--- config.mk ---
export PLATFORM = sky130hd
export DESIGN_NAME = operating_mode_sequencer
export DESIGN_NICKNAME = d
export VERILOG_FILES = /design/src/rtl/mode_seq_pkg.sv /design/src/rtl/operating_mode_sequencer.sv /design/src/rtl/pin_level_timer.sv
export SDC_FILE = /design/constraint.sdc
export NUM_CORES = 1
export LEC_CHECK = 0
export ABC_AREA = 0
export BUFFER_PORTS_ARGS = -buffer_cell sky130_fd_sc_hd__buf_2
export CAP_MARGIN = 20
export CORE_UTILIZATION = 50
export DETAILED_ROUTE_END_ITERATION = 16
export GPL_TIMING_DRIVEN = 1
export PLACE_DENSITY_LB_ADDON = 0.12
export SLEW_MARGIN = 20
export SYNTH_ARGS = -nofsm -noshare
export SYNTH_HDL_FRONTEND = slang
export SYNTH_SLANG_ARGS = --single-unit
--- constraint.sdc ---
create_clock -name clk -period 2.65 [get_ports clk]
set_input_delay 0.265 -clock clk [delete_from_list [all_inputs] [get_ports clk]]
set_output_delay 0.265 -clock clk [all_outputs]
set_load 0.01 [all_outputs]
--- src/rtl/mode_seq_pkg.sv ---
/*
  Shared constants and types for the operating-mode sequencer.
  Assumes a 50 MHz system clock and frames already decoded by an SPI engine.
*/
package mode_seq_pkg;

  // Clock rate
  localparam int CLK_MHZ = 50;

  // Mode timing, in ns as specified, then in clock cycles
  localparam int WAKEUP_NS          = 20000;
  localparam int STANDBY_ENTRY_NS   = 60000;
  localparam int PRE_SLEEP_RESET_NS = 60000;
  localparam int STANDALONE_LOW_NS  = 40000;
  localparam int AUTO_RESTART_NS    = 1000000;
  localparam int RESET_DELAY_NS     = 400;

  // Least times round up
  localparam int WAKEUP_CYC          = (WAKEUP_NS * CLK_MHZ + 999) / 1000;
  localparam int STANDBY_ENTRY_CYC   = (STANDBY_ENTRY_NS * CLK_MHZ + 999) / 1000;
  localparam int PRE_SLEEP_RESET_CYC =
    (PRE_SLEEP_RESET_NS * CLK_MHZ + 999) / 1000;
  localparam int STANDALONE_LOW_CYC  =
    (STANDALONE_LOW_NS * CLK_MHZ + 999) / 1000;
  localparam int AUTO_RESTART_CYC    = (AUTO_RESTART_NS * CLK_MHZ) / 1000;
  // Typical delay, rounded down, never below one cycle
  localparam int RESET_DELAY_RAW     = (RESET_DELAY_NS * CLK_MHZ) / 1000;
  localparam int RESET_DELAY_CYC     = (RESET_DELAY_RAW < 1) ? 1 :
                                       RESET_DELAY_RAW;

  // Counter widths
  localparam int DUR_W   = 20;
  localparam int RESET_W = 8;

  // Frame layout: 2-bit opcode, 6-bit address, 24-bit payload
  localparam int OPC_W  = 2;
  localparam int ADDR_W = 6;
  localparam int DATA_W = 24;

  localparam logic [OPC_W-1:0]  OPC_WRITE      = 2'h0;
  localparam logic [OPC_W-1:0]  OPC_READ       = 2'h1;
  localparam logic [OPC_W-1:0]  OPC_READ_CLEAR = 2'h2;

  localparam logic [ADDR_W-1:0] ADDR_CONTROL_REG_ONE = 6'h01;
  localparam logic [ADDR_W-1:0] ADDR_CONTROL_REG_TWO = 6'h02;
  localparam logic [ADDR_W-1:0] ADDR_STATUS_REG_ONE  = 6'h11;

  // Field positions
  localparam int UNLOCK_BIT            = 1;
  localparam int SLEEP_REQUEST_BIT     = 2;
  localparam int ENABLE_BIT            = 3;
  localparam int WATCHDOG_FAIL_BIT     = 14;

  // Values after reset
  localparam logic [DATA_W-1:0] CFG_RESET = 24'h000000;

  typedef enum logic [2:0] {
    M_STANDBY,
    M_PRE_STANDBY,
    M_RESET,
    M_LIMP_HOME,
    M_ACTIVE
  } op_mode_type;

  typedef enum logic [1:0] {
    ENTRY_IDLE,
    ENTRY_WD_CLEARED,
    ENTRY_UNLOCKED
  } entry_step_type;

endpackage

--- src/rtl/operating_mode_sequencer.sv ---
/*
  Operating-mode state machine: Standby, Pre-standby, Reset, Limp Home
  and Active, with pin timing and ordered control frames.
  Assumes frames arrive decoded as a one-cycle strobe on clk, and that
  watchdog and functional-error flags come from logic on clk.
*/
// Functional notes
// - After power-up start in Standby; SPI off, low consumption.
// - Standby: chip select low beyond wake-up time enters Reset.
// - Pre-standby: chip select high beyond standby entry time goes Standby.
// - Pre-standby: chip select low beyond pre-sleep time goes Reset.
// - Pre-standby keeps boost off and SPI on.
// - Active: unlock frame then (0,1) frame enters Pre-standby.
// - Unlock is control one bit 1; enable bit 3, sleep bit 2.
// - Limp Home: stand-alone pin low beyond its window enters Pre-standby.
// - Active: supply undervoltage or watchdog failure enters Reset.
// - Active: single (0,0) frame enters Reset without unlock.
// - Active: unlock frame then (1,1) frame enters Reset.
// - Reset loads defaults from one-time settings; SPI off.
// - Reset leaves to Limp Home after 400 ns.
// - Limp Home: boost on defaults, SPI on, writes change nothing.
// - Limp Home: unlock frame then sleep=1, enable=0 enters Pre-standby.
// - Active entry: clear watchdog flag, unlock, then enable=1 sleep=0.
// - Limp Home clears functional error every auto-restart period.
// - Active: boost on, SPI on, follows SPI control contents.
// - Frames carry opcode, 6-bit address, 24 payload bits, MSB first.
`timescale 1ns/1ps
module operating_mode_sequencer #(
  parameter int AUTO_RESTART_CYCLES = mode_seq_pkg::AUTO_RESTART_CYC
) (
  // Clock and reset
  input  wire logic                             clk,
  input  wire logic                             resetn,
  // Pins, asynchronous
  input  wire logic                             chip_select_low,
  input  wire logic                             standalone_pin,
  input  wire logic                             vdd_undervoltage,
  // Flags from on-chip logic
  input  wire logic                             watchdog_fail_flag,
  input  wire logic                             functional_error_flag,
  // Decoded frame strobe
  input  wire logic                             frame_valid,
  input  wire logic [mode_seq_pkg::OPC_W-1:0]   frame_opcode,
  input  wire logic [mode_seq_pkg::ADDR_W-1:0]  frame_addr,
  input  wire logic [mode_seq_pkg::DATA_W-1:0]  frame_data,
  // One-time-programmable defaults
  input  wire logic [mode_seq_pkg::DATA_W-1:0]  otp_cfg_one,
  input  wire logic [mode_seq_pkg::DATA_W-1:0]  otp_cfg_two,
  // Mode and block controls
  output mode_seq_pkg::op_mode_type             mode_r,
  output logic                                  boost_enable_r,
  output logic                                  spi_active_r,
  output logic                                  low_power_r,
  output logic                                  spi_cfg_select_r,
  output logic [mode_seq_pkg::DATA_W-1:0]       cfg_one_r,
  output logic [mode_seq_pkg::DATA_W-1:0]       cfg_two_r,
  // Flag clear pulses
  output logic                                  watchdog_fail_flag_clear_r,
  output logic                                  fe_clear_r
);
  import mode_seq_pkg::*;

  op_mode_type    mode_nxt;
  entry_step_type entry_r;
  logic           armed_r;
  logic [RESET_W-1:0] reset_cnt_r;
  logic [DUR_W-1:0]   restart_cnt_r;

  logic             cs_level;
  logic [DUR_W-1:0] cs_dur;
  logic             sa_level;
  logic [DUR_W-1:0] sa_dur;
  logic             uv_level;

  // Pin timing
  pin_level_timer #(.DUR_W(DUR_W), .RESET_LEVEL(1'b1)) u_cs_timer (
    .clk     (clk),
    .resetn  (resetn),
    .pin     (chip_select_low),
    .level_r (cs_level),
    .dur_r   (cs_dur)
  );

  pin_level_timer #(.DUR_W(DUR_W), .RESET_LEVEL(1'b1)) u_sa_timer (
    .clk     (clk),
    .resetn  (resetn),
    .pin     (standalone_pin),
    .level_r (sa_level),
    .dur_r   (sa_dur)
  );

  pin_level_timer #(.DUR_W(DUR_W), .RESET_LEVEL(1'b0)) u_uv_timer (
    .clk     (clk),
    .resetn  (resetn),
    .pin     (vdd_undervoltage),
    .level_r (uv_level),
    .dur_r   ()
  );

  // Window expiries
  logic wake_hit;
  logic standby_hit;
  logic pre_reset_hit;
  logic sa_hit;

  assign wake_hit      = !cs_level && cs_dur > DUR_W'(WAKEUP_CYC);
  assign standby_hit   = cs_level && cs_dur > DUR_W'(STANDBY_ENTRY_CYC);
  assign pre_reset_hit = !cs_level && cs_dur > DUR_W'(PRE_SLEEP_RESET_CYC);
  assign sa_hit        = !sa_level && sa_dur > DUR_W'(STANDALONE_LOW_CYC);

  // Frame decode; frames are only heard while the SPI is active
  logic frame_ok;
  logic write_frame;
  logic unlock_frame;
  logic mode_frame;
  logic wd_clear_frame;
  logic req_enable;
  logic req_sleep;

  assign frame_ok       = frame_valid && spi_active_r;
  assign write_frame    = frame_ok && frame_opcode == OPC_WRITE;
  assign unlock_frame   = write_frame && frame_addr == ADDR_CONTROL_REG_ONE &&
                          frame_data[UNLOCK_BIT];
  assign mode_frame     = write_frame && frame_addr == ADDR_CONTROL_REG_TWO;
  assign req_enable     = frame_data[ENABLE_BIT];
  assign req_sleep      = frame_data[SLEEP_REQUEST_BIT];
  assign wd_clear_frame = frame_ok && frame_opcode == OPC_READ_CLEAR &&
                          frame_addr == ADDR_STATUS_REG_ONE &&
                          frame_data[WATCHDOG_FAIL_BIT];

  // Unlock arms exactly the next frame
  always_ff @(posedge clk or negedge resetn) begin
    if (!resetn) begin
      armed_r <= 1'b0;
    end else if (frame_ok) begin
      armed_r <= unlock_frame;
    end else if (!spi_active_r) begin
      armed_r <= 1'b0;
    end
  end

  // Three-frame Active entry sequence
  always_ff @(posedge clk or negedge resetn) begin
    if (!resetn) begin
      entry_r <= ENTRY_IDLE;
    end else if (!spi_active_r) begin
      entry_r <= ENTRY_IDLE;
    end else if (frame_ok) begin
      if (wd_clear_frame) begin
        entry_r <= ENTRY_WD_CLEARED;
      end else if (unlock_frame && entry_r == ENTRY_WD_CLEARED) begin
        entry_r <= ENTRY_UNLOCKED;
      end else begin
        entry_r <= ENTRY_IDLE;
      end
    end
  end

  // Mode selection
  always_comb begin
    mode_nxt = mode_r;
    unique case (mode_r)
      M_STANDBY: begin
        if (wake_hit) begin
          mode_nxt = M_RESET;
        end
      end
      M_PRE_STANDBY: begin
        if (standby_hit) begin
          mode_nxt = M_STANDBY;
        end else if (pre_reset_hit) begin
          mode_nxt = M_RESET;
        end
      end
      M_RESET: begin
        if (reset_cnt_r == RESET_W'(RESET_DELAY_CYC - 1)) begin
          mode_nxt = M_LIMP_HOME;
        end
      end
      M_LIMP_HOME: begin
        if (mode_frame && armed_r && req_sleep && !req_enable) begin
          mode_nxt = M_PRE_STANDBY;
        end else if (mode_frame && entry_r == ENTRY_UNLOCKED &&
                     req_enable && !req_sleep) begin
          mode_nxt = M_ACTIVE;
        end else if (sa_hit) begin
          mode_nxt = M_PRE_STANDBY;
        end
      end
      M_ACTIVE: begin
        if (uv_level || watchdog_fail_flag) begin
          mode_nxt = M_RESET;
        end else if (mode_frame && !req_enable && !req_sleep) begin
          mode_nxt = M_RESET;
        end else if (mode_frame && armed_r && req_enable && req_sleep) begin
          mode_nxt = M_RESET;
        end else if (mode_frame && armed_r && !req_enable && req_sleep) begin
          mode_nxt = M_PRE_STANDBY;
        end
      end
      default: begin
        mode_nxt = M_STANDBY;
      end
    endcase
  end

  always_ff @(posedge clk or negedge resetn) begin
    if (!resetn) begin
      mode_r <= M_STANDBY;
    end else begin
      mode_r <= mode_nxt;
    end
  end

  // Reset-mode dwell; restarts on every entry
  always_ff @(posedge clk or negedge resetn) begin
    if (!resetn) begin
      reset_cnt_r <= '0;
    end else if (mode_r == M_RESET && mode_nxt == M_RESET) begin
      reset_cnt_r <= reset_cnt_r + 1'b1;
    end else begin
      reset_cnt_r <= '0;
    end
  end

  // Block controls follow the next mode so they line up with mode_r
  always_ff @(posedge clk or negedge resetn) begin
    if (!resetn) begin
      boost_enable_r   <= 1'b0;
      spi_active_r     <= 1'b0;
      low_power_r      <= 1'b1;
      spi_cfg_select_r <= 1'b0;
    end else begin
      boost_enable_r   <= mode_nxt == M_LIMP_HOME ||
                          mode_nxt == M_ACTIVE;
      spi_active_r     <= mode_nxt == M_PRE_STANDBY ||
                          mode_nxt == M_LIMP_HOME ||
                          mode_nxt == M_ACTIVE;
      low_power_r      <= mode_nxt == M_STANDBY;
      spi_cfg_select_r <= mode_nxt == M_ACTIVE;
    end
  end

  // Control contents: defaults in Reset, SPI writes only in Active
  always_ff @(posedge clk or negedge resetn) begin
    if (!resetn) begin
      cfg_one_r <= CFG_RESET;
      cfg_two_r <= CFG_RESET;
    end else if (mode_r == M_RESET) begin
      cfg_one_r <= otp_cfg_one;
      cfg_two_r <= otp_cfg_two;
    end else if (mode_r == M_ACTIVE && write_frame) begin
      // Limp Home writes never reach here and leave behaviour unchanged
      if (frame_addr == ADDR_CONTROL_REG_ONE) begin
        cfg_one_r <= frame_data;
      end
      if (frame_addr == ADDR_CONTROL_REG_TWO) begin
        cfg_two_r <= frame_data;
      end
    end
  end

  // Watchdog flag clear request
  always_ff @(posedge clk or negedge resetn) begin
    if (!resetn) begin
      watchdog_fail_flag_clear_r <= 1'b0;
    end else begin
      watchdog_fail_flag_clear_r <= wd_clear_frame;
    end
  end

  // Auto-restart period runs only in Limp Home
  always_ff @(posedge clk or negedge resetn) begin
    if (!resetn) begin
      restart_cnt_r <= '0;
    end else if (mode_r != M_LIMP_HOME ||
                 restart_cnt_r == DUR_W'(AUTO_RESTART_CYCLES - 1)) begin
      restart_cnt_r <= '0;
    end else begin
      restart_cnt_r <= restart_cnt_r + 1'b1;
    end
  end

  always_ff @(posedge clk or negedge resetn) begin
    if (!resetn) begin
      fe_clear_r <= 1'b0;
    end else begin
      fe_clear_r <= mode_r == M_LIMP_HOME && functional_error_flag &&
                    restart_cnt_r == DUR_W'(AUTO_RESTART_CYCLES - 1);
    end
  end
endmodule // operating_mode_sequencer

--- src/rtl/pin_level_timer.sv ---
/*
  Three-flop pin synchroniser with a debounced level and a saturating
  count of cycles since that level last changed.
  Assumes the pin is asynchronous to clk.
*/
`timescale 1ns/1ps
module pin_level_timer #(
  parameter int         DUR_W       = 20,
  parameter logic       RESET_LEVEL = 1'b1
) (
  // Clock and reset
  input  wire logic             clk,
  input  wire logic             resetn,
  // Pin
  input  wire logic             pin,
  // Results
  output logic                  level_r,
  output logic [DUR_W-1:0]      dur_r
);

  logic [2:0] sync_r;

  always_ff @(posedge clk or negedge resetn) begin
    if (!resetn) begin
      sync_r <= {3{RESET_LEVEL}};
    end else begin
      sync_r <= {sync_r[1:0], pin};
    end
  end

  // Only the second and third flops are compared; the first may be metastable
  always_ff @(posedge clk or negedge resetn) begin
    if (!resetn) begin
      level_r <= RESET_LEVEL;
      dur_r   <= '0;
    end else if (sync_r[1] == sync_r[2] && sync_r[2] != level_r) begin
      level_r <= sync_r[2];
      dur_r   <= '0;
    end else if (dur_r != '1) begin
      dur_r   <= dur_r + 1'b1;
    end
  end

endmodule // pin_level_timer

# --- After elaboration in Yosys (flattened, before gate mapping) ---
# Cells that the tools add are included.
word_totals:
  register_bits: 140
  inputBits: 88
  output_inout_bits: 57
  wordCells: 135
op_classes:
  add_sub_neg: 4
  n_lt_le_gt_ge: 3
  eq_ne: 26
  n_mux: 30
  n_reduce_logical: 51
op_table:
  columns: ["op", "count"]
  rows:
  - ["$mux 24", 6]
  - ["$mux 20", 5]
  - ["$add 20x1->20 const B", 3]
  - ["$ne 20x20->1 const B", 2]
  - ["$mux 3", 11]
  - ["$logic_and 1x1->1", 32]
  - ["$eq 20x16->1 const B", 1]
  - ["$gt 20x10->1 const B", 1]
  - ["$gt 20x11->1 const B", 1]
  - ["$gt 20x12->1 const B", 1]
  - ["$pmux 3 s5", 1]
  - ["$eq 3x2->1 const B", 4]
  - ["$reduce_bool 2->1", 5]
  - ["$add 8x1->8 const B", 1]
  - ["$eq 8x5->1 const B", 1]
  - ["$mux 2", 4]
  - ["$mux 8", 1]
  - ["$eq 3x1->1 const B", 2]
  - ["$eq 3x3->1 const B", 2]
  - ["$eq 6x1->1 const B", 1]
  - ["$eq 6x2->1 const B", 1]
  - ["$eq 6x5->1 const B", 1]
  - ["$logic_not 3->1", 2]
  - ["$logic_or 1x1->1", 5]
  - ["other kinds (10)", 20]

# --- Longest topological paths before layout ---
# Gate-level depths: netlist of the first run.
depth:
  depth_word: 14
  ltp_mapped: 8
  mapped_depth_nobuf: 8

# --- Hierarchy ---
# A second synthesis of the first run with hierarchy kept.
hier_totals:
  hier_cells: 826
  hier_area_um2: 8169.1
by_module_without_submodules:
  columns: ["mod", "instances", "cells_each", "area_each_um2", "seq_area_each_um2"]
  rows:
  - ["operating_mode_sequencer", 1, 427, 4296.6, 2203.4]
  - ["pin_level_timer (u_cs_timer ...)", 2, 133, 1292.5, 605.6]
  - ["pin_level_timer (u_uv_timer)", 1, 133, 1287.5, 600.6]

# --- Worst setup path after synthesis of the first run ---
# Ideal clock, no wire load.
synth_timing:
  path_type: "reg2reg"
  start: "register u_cs_timer.dur_r[14]"
  end: "register boost_enable_r"
  setup_time_ns: 0.118
  arrival_ns: 1.890
  t_required_ns: 2.532
  setup_slack_ns: 0.642
  stages_incl_launch_ff: 6
  path_buffers: 0
  period_less_slack_ns: 2.008
  path_cell_list: "dfrtp_1 nor4_4 nand3b_1 o41a_1 or4b_4 a21o_1"
synth_between:
  elab_chain_len: 7
  elab_cells_between_ends: 12
  classes_between: "order compare: 2; eq/ne: 2; mux: 4; reduce/logical: 4"
synth_rtl:
  columns: ["item", "line_no", "text"]
  rows:
  - ["from (decl)", "pin_level_timer.sv:18", "output logic [DUR_W-1:0] dur_r"]
  - ["from (signal assigned)", "pin_level_timer.sv:40", "dur_r <= dur_r + 1'b1;"]
  - ["$gt 20x12->1", "operating_mode_sequencer.sv:107, operating_mode_sequencer.sv:108", null]
  - ["$logic_and 1x1->1", "operating_mode_sequencer.sv:108", "assign pre_reset_hit = !cs_level && cs_dur > DUR_W'(PRE_SLEEP_RESET_CYC);"]
  - ["$mux 3", "operating_mode_sequencer.sv:171", "end else if (pre_reset_hit) begin"]
  - ["$mux 3", "operating_mode_sequencer.sv:169", "if (standby_hit) begin"]
  - ["$pmux 3 s5 (*)", "operating_mode_sequencer.sv:162", "unique case (mode_r)"]
  - ["via mode_nxt[1]", "operating_mode_sequencer.sv:63", "op_mode_type mode_nxt;"]
  - ["$eq 3x2->1 / $eq 3x3->1 (equally long branches)", "operating_mode_sequencer.sv:234, operating_mode_sequencer.sv:235", null]
  - ["$logic_or 1x1->1 (*)", "operating_mode_sequencer.sv:234", "boost_enable_r <= mode_nxt == M_LIMP_HOME ||"]
  - ["to (signal assigned)", "operating_mode_sequencer.sv:234", null]
  - ["to (decl)", "operating_mode_sequencer.sv:51", "output logic boost_enable_r,"]
# Mark *: on every way through the listed nets, which the timed path passes. The rest lies on a longest branch.
# A chain may end at the register's enable or synchronous reset.

# --- Final worst setup path of the first run ---
layout_timing:
  start: "register u_cs_timer.dur_r[19]"
  end: "register boost_enable_r"
# Same word-level chain as after synthesis.

==> impl_metrics.ini, run 1 <==
[timing]
max_freq_ghz = 0.439
worst_slew_pin_slew_ns = 0.674
relSlewSlack_pct = 55.0
finalClockSkew_ns = 0.00711
tns_ns = 0
rsz0062_at_grt = no
holdWs_ns = 0.0556
maxSlewViolCount = 0
timing.final.crit_share_pct = 86.1
setup_viol = 0
setup_ws_ns = 0.370
period_needed_ns = 2.28
hold_viol = 0

[setup_path]
regToRegSetupSlack_ns = 0.37
crit_type = register to register
crit_path_end_kind = register
cp.arrival_ns = 2.58
start_kind = register
worstPathRequired_ns = 2.95
path_max_fanout = 3

[routing]
num_vias = 5335
antenna_left = 0
met3_length_um = 875
wl_per_cell_um = 15.2
wl_met1_um = 6550
vias_per_cell = 5.35
routed_wl_um = 15100
route.met2.wl_um = 7370
drt-pass1-iter-count = 4
highest_layer = met5
drt_iter0_markers = 408
drcViolationCount = 0

[die]
coreArea_um2 = 12800
die_h_um = 117
start_util_pct = 52.0
io_pins = 145
die_x_um = 117
die_area_um2 = 13800
rows = 41

[synth]
synth_area_leaders = dfrtp_1, mux2i_1, nand2_1
synthesis.nets = 753
synth_top_cell_area_share_pct = 49.3
syn_area_um2 = 6640
synth_most_common_cell = dfrtp_1
yosys_warnings = 0
synthCells = 659
yosysTopAreaCell = dfrtp_1
synth-main-ff-cell = dfrtp_1
synthArstFlopShare_pct = 100
synth_edf_count = 0
synth.avg_cell_area_um2 = 10.1
synth-seq-cells = 140
seq_area_frac_synth_pct = 52.9
synth_cell_types = 57
synth_commonest_cells = dfrtp_1, nand2_1, nor2_1

[pwr]
p_leak_uw = 0.00397
ir_drop_mv = 0.444
p_per_area_nw_per_um2 = 609

[place]
globalplace.congestion = 0.838
dp_worst_setup_slack_ns = 0.386
dp_cells = 961
port_buffers = 144
place_hpwl_um = 10700

[global_routing]
grt_pass1_wl_um = 25100
grt_usage_pct = 24.0
grt_pass1_vias = 5340
grt_max_degree = 99
antenna_found_initial = 1
grt-ovfl-total = 0

[layout]
multi_input_area_um2 = 3000
seq_area_um2 = 3510
layout-drive-gt1-share_pct = 24.7
nFillCells = 1052
utilization_pct = 64.5
synthToLayoutAreaGrowth_pct = 23.9
nNetsFinal = 906
layout.cells.non_filler = 997
diodes = 0

[outcome]
status = completed

[job]
cap_violations = 0

[clock_network]
post-cts-setup-buffers = 0
cts_buffer_depth = 2
insertion_delay_ns = 0.41
ctsHoldBuffers = 4
cts_resized = 0
cts_htree_levels = 4
cts_sinks = 140
path_clk_slew_ns = 0.05
cts_root_buffer = clkbuf_16
cts_tree = yes
numCtsBuffers = 17

[min_path]
min_path_type = input pin to register
==> layer usage <==
metal	global-route usage (%)	up-vias
met5	0	-
met4	8.02	2
li1	-	2603
met3	7.88	24
met1	29.4	2568
met2	40.0	138
==> kinds of logic (layout without fill, tap and decap cells) <==
| kind of cell | Yosys count | after routing | synth area share (%) |
|---|---|---|---|
| compound gates | 91 | 91 | 8.08 |
| buf+inv | 31 | 197 | 2.09 |
| xor+xnor | 50 | 50 | 6.59 |
| flops | 140 | 140 | 52.9 |
| fa+ha+maj | 7 | 7 | 1.28 |
| simple gates | 287 | 287 | 21.1 |
| mux | 53 | 53 | 8.00 |
==> metrics by stage <==
stage	total power [uW]	area [um^2]
final	5010	8230
after global routing	5220	8230
after CTS	5060	8230
after detailed placement	2660	7590
after global placement	2650	7590
after floorplan	2480	6640
==> area by class of cell <==
| cell class | count | share of cell area [%] |
|---|---|---|
| tap | 172 | 2.61 |
| sequential | 140 | 42.7 |
| multi-input combinational | 488 | 36.4 |
| inverter | 7 | 0.319 |
| clock inverter | 5 | 0.972 |
| timing repair buffer | 158 | 10.7 |
| clock buffer | 27 | 6.35 |
==> registers in the layout, summed over array words and instances (netlist names), 2 cells and up <==
signal             count
restart_cnt_r         20
mode_r                 3
cfg_two_r             24
u_sa_timer.sync_r      3
u_sa_timer.dur_r      20
u_cs_timer.sync_r      3
cfg_one_r             24
u_cs_timer.dur_r      20
entry_r                2
u_uv_timer.sync_r      3
reset_cnt_r            8
==> power by group <==
part           internal (uW)  total [uW]  switching [uW]
clock network           1540        2380             848
registers               2210        2310            90.8
logic                    147         323             176
==> cells in the final DEF, fill, tap and decap left out, types with 16 or more instances in the layout <==
cell and count:
clkbuf_16 17, xor2_1 32, xnor2_1 18, nand3_1 32, dfrtp_1 131, and3_1 16, buf_2 143, mux2i_1 52
nor2_1 77, o21ai_0 53, nand2_1 86
==> critical path, cell delays in order, from the launching register on <==
cell and delay, ns:
dfrtp_1 0.42, nor4_2 0.36, nand3b_1 0.14, o31ai_1 0.46, nor3b_1 0.09, or4b_4 0.51
a21o_1 0.19
==> worst paths after layout <==
kind / from / to / cells after the start
worst max-delay path: u_cs_timer.dur_r[19] / boost_enable_r / 6
worst min-delay path: otp_cfg_one[16] / cfg_one_r[16] / 3
worst max register to register: u_cs_timer.dur_r[19] / boost_enable_r / 6
worst min register to register: u_uv_timer.sync_r[0] / u_uv_timer.sync_r[1] / 0
max in group asynchronous: resetn / u_cs_timer.sync_r[0] / 3
min in group asynchronous: resetn / u_cs_timer.dur_r[2] / 2
(Power assumes the default switching activity.)
==> run 2: changes to the inputs <==
RECOVER_POWER = 25   (was not set)
==> run 2 against run 1 <==
The flow now finishes with violations (max-capacitance violations, max-slew violations); total power about the same; sequential power about the same; hold slack is essentially flat; register-to-register slack is essentially flat; via count about the same; routed wire length about the same; non-clock buffer count unchanged; clock-buffer cell count unchanged; clock skew about the same; first-iteration DRC count decreased by 0.25%; worst setup slack is the same; largest power group unchanged; highest routed layer unchanged.
==> impl_metrics.ini, run 2 (synthesis results as in run 1) <==
[outcome]
status = complete, but fails checks
violations = max-capacitance violations, max-slew violations

[global_routing]
grt_pass1_wl_um = 25100
grt_pass1_vias = 5340
grt_max_degree = 99
grt-ovfl-total = 0
grt_usage_pct = 24.0
antenna_found_initial = 1

[die]
rows = 41
die_h_um = 117
die_x_um = 117
die_area_um2 = 13800
io_pins = 145
start_util_pct = 52.0
coreArea_um2 = 12800

[timing]
period_needed_ns = 2.28
hold_viol = 0
max_freq_ghz = 0.439
setup_viol = 0
maxSlewViolCount = 70
holdWs_ns = 0.0556
relSlewSlack_pct = -17.3
rsz0062_at_grt = no
worst_slew_pin_slew_ns = 1.76
timing.final.crit_share_pct = 86.1
tns_ns = 0
finalClockSkew_ns = 0.00711

[setup_path]
worstPathRequired_ns = 2.95
crit_type = register to register
crit_chain = nor4_2 -> nand3b_1 -> o31ai_1 -> nor3b_1 -> or4b_4 -> a21o_1
path_max_fanout = 3
cp.arrival_ns = 2.58
start_kind = register
max_stage_delay_ns = 0.51
crit_path_end_kind = register
slowest_stage = or4b_4

[layout]
synthToLayoutAreaGrowth_pct = 23.8
diodes = 0
final_common_cell = buf_2
layout_common_cells = buf_2, dfrtp_1, nand2_1, nor2_1, o21ai_0
layout-drive-gt1-share_pct = 24.2
largest_registers = cfg_one_r x24, cfg_two_r x24
nNetsFinal = 906
final_cell_area_um2 = 8230

[pwr]
clkPwrFrac_pct = 47.6
p_leak_uw = 0.00396
switching_share_pct = 22.3
p_seq_share_pct = 46.0
p_per_area_nw_per_um2 = 609
switchingPower_uw = 1120
ir_drop_mv = 0.444
power_uw = 5010
combPwrFrac_pct = 6.4
p_int_uw = 3900

[routing]
num_vias = 5331
drcViolationCount = 0
drt_iter0_markers = 407
routed_wl_um = 15100
vias_per_cell = 5.35
drt-pass1-iter-count = 4
wl_per_cell_um = 15.2
antenna_left = 0

[clock_network]
numCtsBuffers = 17
path_clk_slew_ns = 0.05
cts_htree_levels = 4
cts_buffer_depth = 2
cts_root_buffer = clkbuf_16
cts_sinks = 140
insertion_delay_ns = 0.41
post-cts-setup-buffers = 0
cts_tree = yes

[place]
port_buffers = 144
place_hpwl_um = 10700
place_area_um2 = 7590
globalplace.congestion = 0.838

[min_path]
min_path_type = input pin to register

[job]
cap_violations = 1
run 2: changes by cell type in the layout (fill, tap and decap cells not counted):
cell      delta
buf_2        -2
clkbuf_1     +2
buf_6        -1
clkbuf_2     +1
dfstp_1      +2
dfstp_2      -2
run 2: what timing repair did:
action / in CTS / in global routing
gates resized for setup: 0 / 0
endpoints found under the setup margin: 0 / 0
endpoints found under the hold margin: 64 / 0
hold buffers: 4 / 0
run 2: metrics by stage:
step	instances	utilization, %	setup WS (ns)
after floorplan	659	-	0.642
after global placement	961	59.4	0.433
after detailed placement	961	59.4	0.386
after CTS	997	64.5	0.388
after global routing	997	64.4	0.236
final	997	64.4	0.370
run 2: final cells by class:
| class | instances | area (um^2) |
|---|---|---|
| clock buffer | 27 | 523 |
| clock inverter | 5 | 80.1 |
| fill | 1054 | 4550 |
| inverter | 7 | 26.3 |
| multi-input combinational | 488 | 3000 |
| sequential | 140 | 3510 |
| tap | 172 | 215 |
| timing repair buffer | 158 | 871 |
run 2: worst paths after layout:
kind	slack (ns)	end	from	cells past startpoint
min in group asynchronous	0.86	u_cs_timer.dur_r[2]	resetn	2
max in group asynchronous	0.56	u_cs_timer.sync_r[0]	resetn	3
setup reg to reg	0.37	boost_enable_r	u_cs_timer.dur_r[19]	6
hold reg to reg	0.35	u_uv_timer.sync_r[1]	u_uv_timer.sync_r[0]	0
hold / removal	0.06	cfg_one_r[16]	otp_cfg_one[16]	3
setup / recovery	0.37	boost_enable_r	u_cs_timer.dur_r[19]	6
run 2: power groups by stage:
stage	Sequential, uW	Combinational (uW)	Clock (uW)
final	2300	322	2380
after global routing	2320	374	2530
after CTS	2300	329	2430
after detailed placement	2340	322	0
after global placement	2330	312	0
after floorplan	2310	170	0
run 2: critical path, delay by kind of cell (launching register included):
| family | cells | cell delay [ns] |
|---|---|---|
| and+or+nand+nor | 4 | 1.10 |
| AOI/OAI and AO/OA | 2 | 0.65 |
| DFF | 1 | 0.42 |
run 2: routing by layer:
| layer | GRT usage [%] | part of all wire [%] | vias up | wire length (um) |
|---|---|---|---|---|
| met3 | 7.88 | 5.8 | 24 | 874 |
| met2 | 40.0 | 49 | 138 | 7370 |
| li1 | - | - | 2602 | - |
| met4 | 8.02 | 2.1 | 2 | 315 |
| met5 | 0 | 0.066 | - | 10 |
| met1 | 29.4 | 43 | 2565 | 6560 |
==> run 3: changes to the inputs <==
CTS_BUF_LIST = sky130_fd_sc_hd__clkbuf_4   (was not set)
==> run 3 against run 2 <==
The flow still finishes with violations (max-capacitance violations, max-slew violations); die area is the same; total power fell by 20%; clock-buffer cell count is 6 lower; highest routed layer is now met4; final area grew 4.2%.
==> impl_metrics.ini, run 3 (synthesis results as in run 1) <==
[outcome]
status = complete, but fails checks
violations = max-capacitance violations, max-slew violations

[timing]
period_needed_ns = 2.48
maxSlewViolCount = 70
relSlewSlack_pct = -17.4
hold_viol = 0
holdWs_ns = 0.0284
finalClockSkew_ns = 0.0165
setup_viol = 0
tns_ns = 0
rsz0062_at_grt = no
worst_slew_pin_slew_ns = 1.76
max_freq_ghz = 0.403
timing.final.crit_share_pct = 93.6

[setup_path]
crit_path_end_kind = register
start_kind = register
crit_type = register to register
worstPathRequired_ns = 3.08
path_max_fanout = 24
cp.arrival_ns = 2.91

[clock_network]
cts_buffer_depth = 2
numCtsBuffers = 17
path_clk_slew_ns = 0.12
cts_htree_levels = 4
insertion_delay_ns = 0.53
cts_root_buffer = clkbuf_4
cts_sinks = 140
cts_tree = yes

[routing]
num_vias = 5726
wl_per_cell_um = 15.4
drcViolationCount = 0
antenna_left = 0
routed_wl_um = 16400
drt-pass1-iter-count = 5
drt_iter0_markers = 443
vias_per_cell = 5.37

[pwr]
switching_share_pct = 25.3
p_seq_share_pct = 57.5
p_per_area_nw_per_um2 = 466
p_int_uw = 2990
p_leak_uw = 0.00415
switchingPower_uw = 1010
clkPwrFrac_pct = 32.8
ir_drop_mv = 0.308
combPwrFrac_pct = 9.7

[layout]
nNetsFinal = 975
diodes = 0
largest_registers = cfg_one_r x24, cfg_two_r x24
synthToLayoutAreaGrowth_pct = 29.0
nFillCells = 988
final_common_cell = buf_2
layout-drive-gt1-share_pct = 22.5
layout_common_cells = buf_2, dfrtp_1, nand2_1, nor2_1, dlygate4sd3_1

[die]
die_x_um = 117
coreArea_um2 = 12800
rows = 41
die_h_um = 117
die_area_um2 = 13800
start_util_pct = 52.0
io_pins = 145

[global_routing]
grt_usage_pct = 25.8
grt_pass1_wl_um = 27100
antenna_found_initial = 0
grt_max_degree = 99
grt_pass1_vias = 5875
grt-ovfl-total = 0

[min_path]
min_path_type = input pin to register

[place]
globalplace.congestion = 0.838
port_buffers = 144
place_hpwl_um = 10700

[job]
cap_violations = 1
-- run 3: cell types whose count changed in the layout (fill, tap and decap cells not counted), sizes merged --
cell / change
buf: +3
clkbuf: -8
clkinv: +6
dlygate4sd3: +68
-- run 3: power groups by stage --
stage / Clock [uW] / Combinational, uW / Sequential, uW
2_1_floorplan: 0 / 170 / 2310
3_3_place_gp: 0 / 312 / 2330
5_1_grt: 1450 / 440 / 2310
4_1_cts: 1340 / 386 / 2300
3_5_place_dp: 0 / 322 / 2340
6_report: 1310 / 387 / 2300
-- run 3: area by class of cell --
cell class | instances | area, um^2 | share of cell area (%)
flip-flops and latches | 140 | 3510 | 41.0
repair buffers | 227 | 1560 | 18.2
clock inverters | 11 | 103 | 1.20
multi-input cells | 488 | 3000 | 34.9
clock buffers | 21 | 158 | 1.84
inverters | 7 | 26.3 | 0.306
well taps | 172 | 215 | 2.51
-- run 3: metal layers --
layer  global-route usage [%]  routed length, um
met1                     31.1               6940
met2                     43.4               8070
met3                     7.47                999
met4                     10.4                436
met5                        0                  0
-- run 3: worst paths after layout --
path / from / to / slack, ns / depth (start not counted)
hold reg to reg: u_uv_timer.sync_r[0] / u_uv_timer.sync_r[1] / 0.37 / 0
hold / removal: frame_data[20] / cfg_two_r[20] / 0.03 / 3
max in group asynchronous: resetn / u_cs_timer.sync_r[0] / 0.69 / 3
setup / recovery: mode_r[1] / cfg_one_r[13] / 0.17 / 6
setup reg to reg: mode_r[1] / cfg_one_r[13] / 0.17 / 6
min in group asynchronous: resetn / u_cs_timer.dur_r[1] / 0.73 / 2
-- run 3: what timing repair did --
action                                  in CTS  in global routing
endpoints found under the setup margin       0                  5
hold buffers                                72                  0
resized for setup                            0                  0
buffers inserted                             0                  1
hold endpoints to repair                   115                  0
-- run 3: worst max-delay path, cell delays in order, from the launching register on --
cell and delay (ns):
dfrtp_1 0.47, nor3b_1 0.45, and2_1 0.26, buf_12 0.22
mux2i_1 0.25, o21ai_0 0.11, dlygate4sd3_1 0.59
-- run 3: stage by stage --
step | instances | cell area [um^2] | worst slack [ns] | utilization, % | power, uW
3_3_place_gp | 961 | 7590 | 0.433 | 59.4 | 2650
6_report | 1066 | 8570 | 0.171 | 67.1 | 4000
3_5_place_dp | 961 | 7590 | 0.386 | 59.4 | 2660
5_1_grt | 1066 | 8570 | 0.0499 | 67.1 | 4200
2_1_floorplan | 659 | 6640 | 0.642 | - | 2480
4_1_cts | 1065 | 8570 | 0.203 | 67.1 | 4030
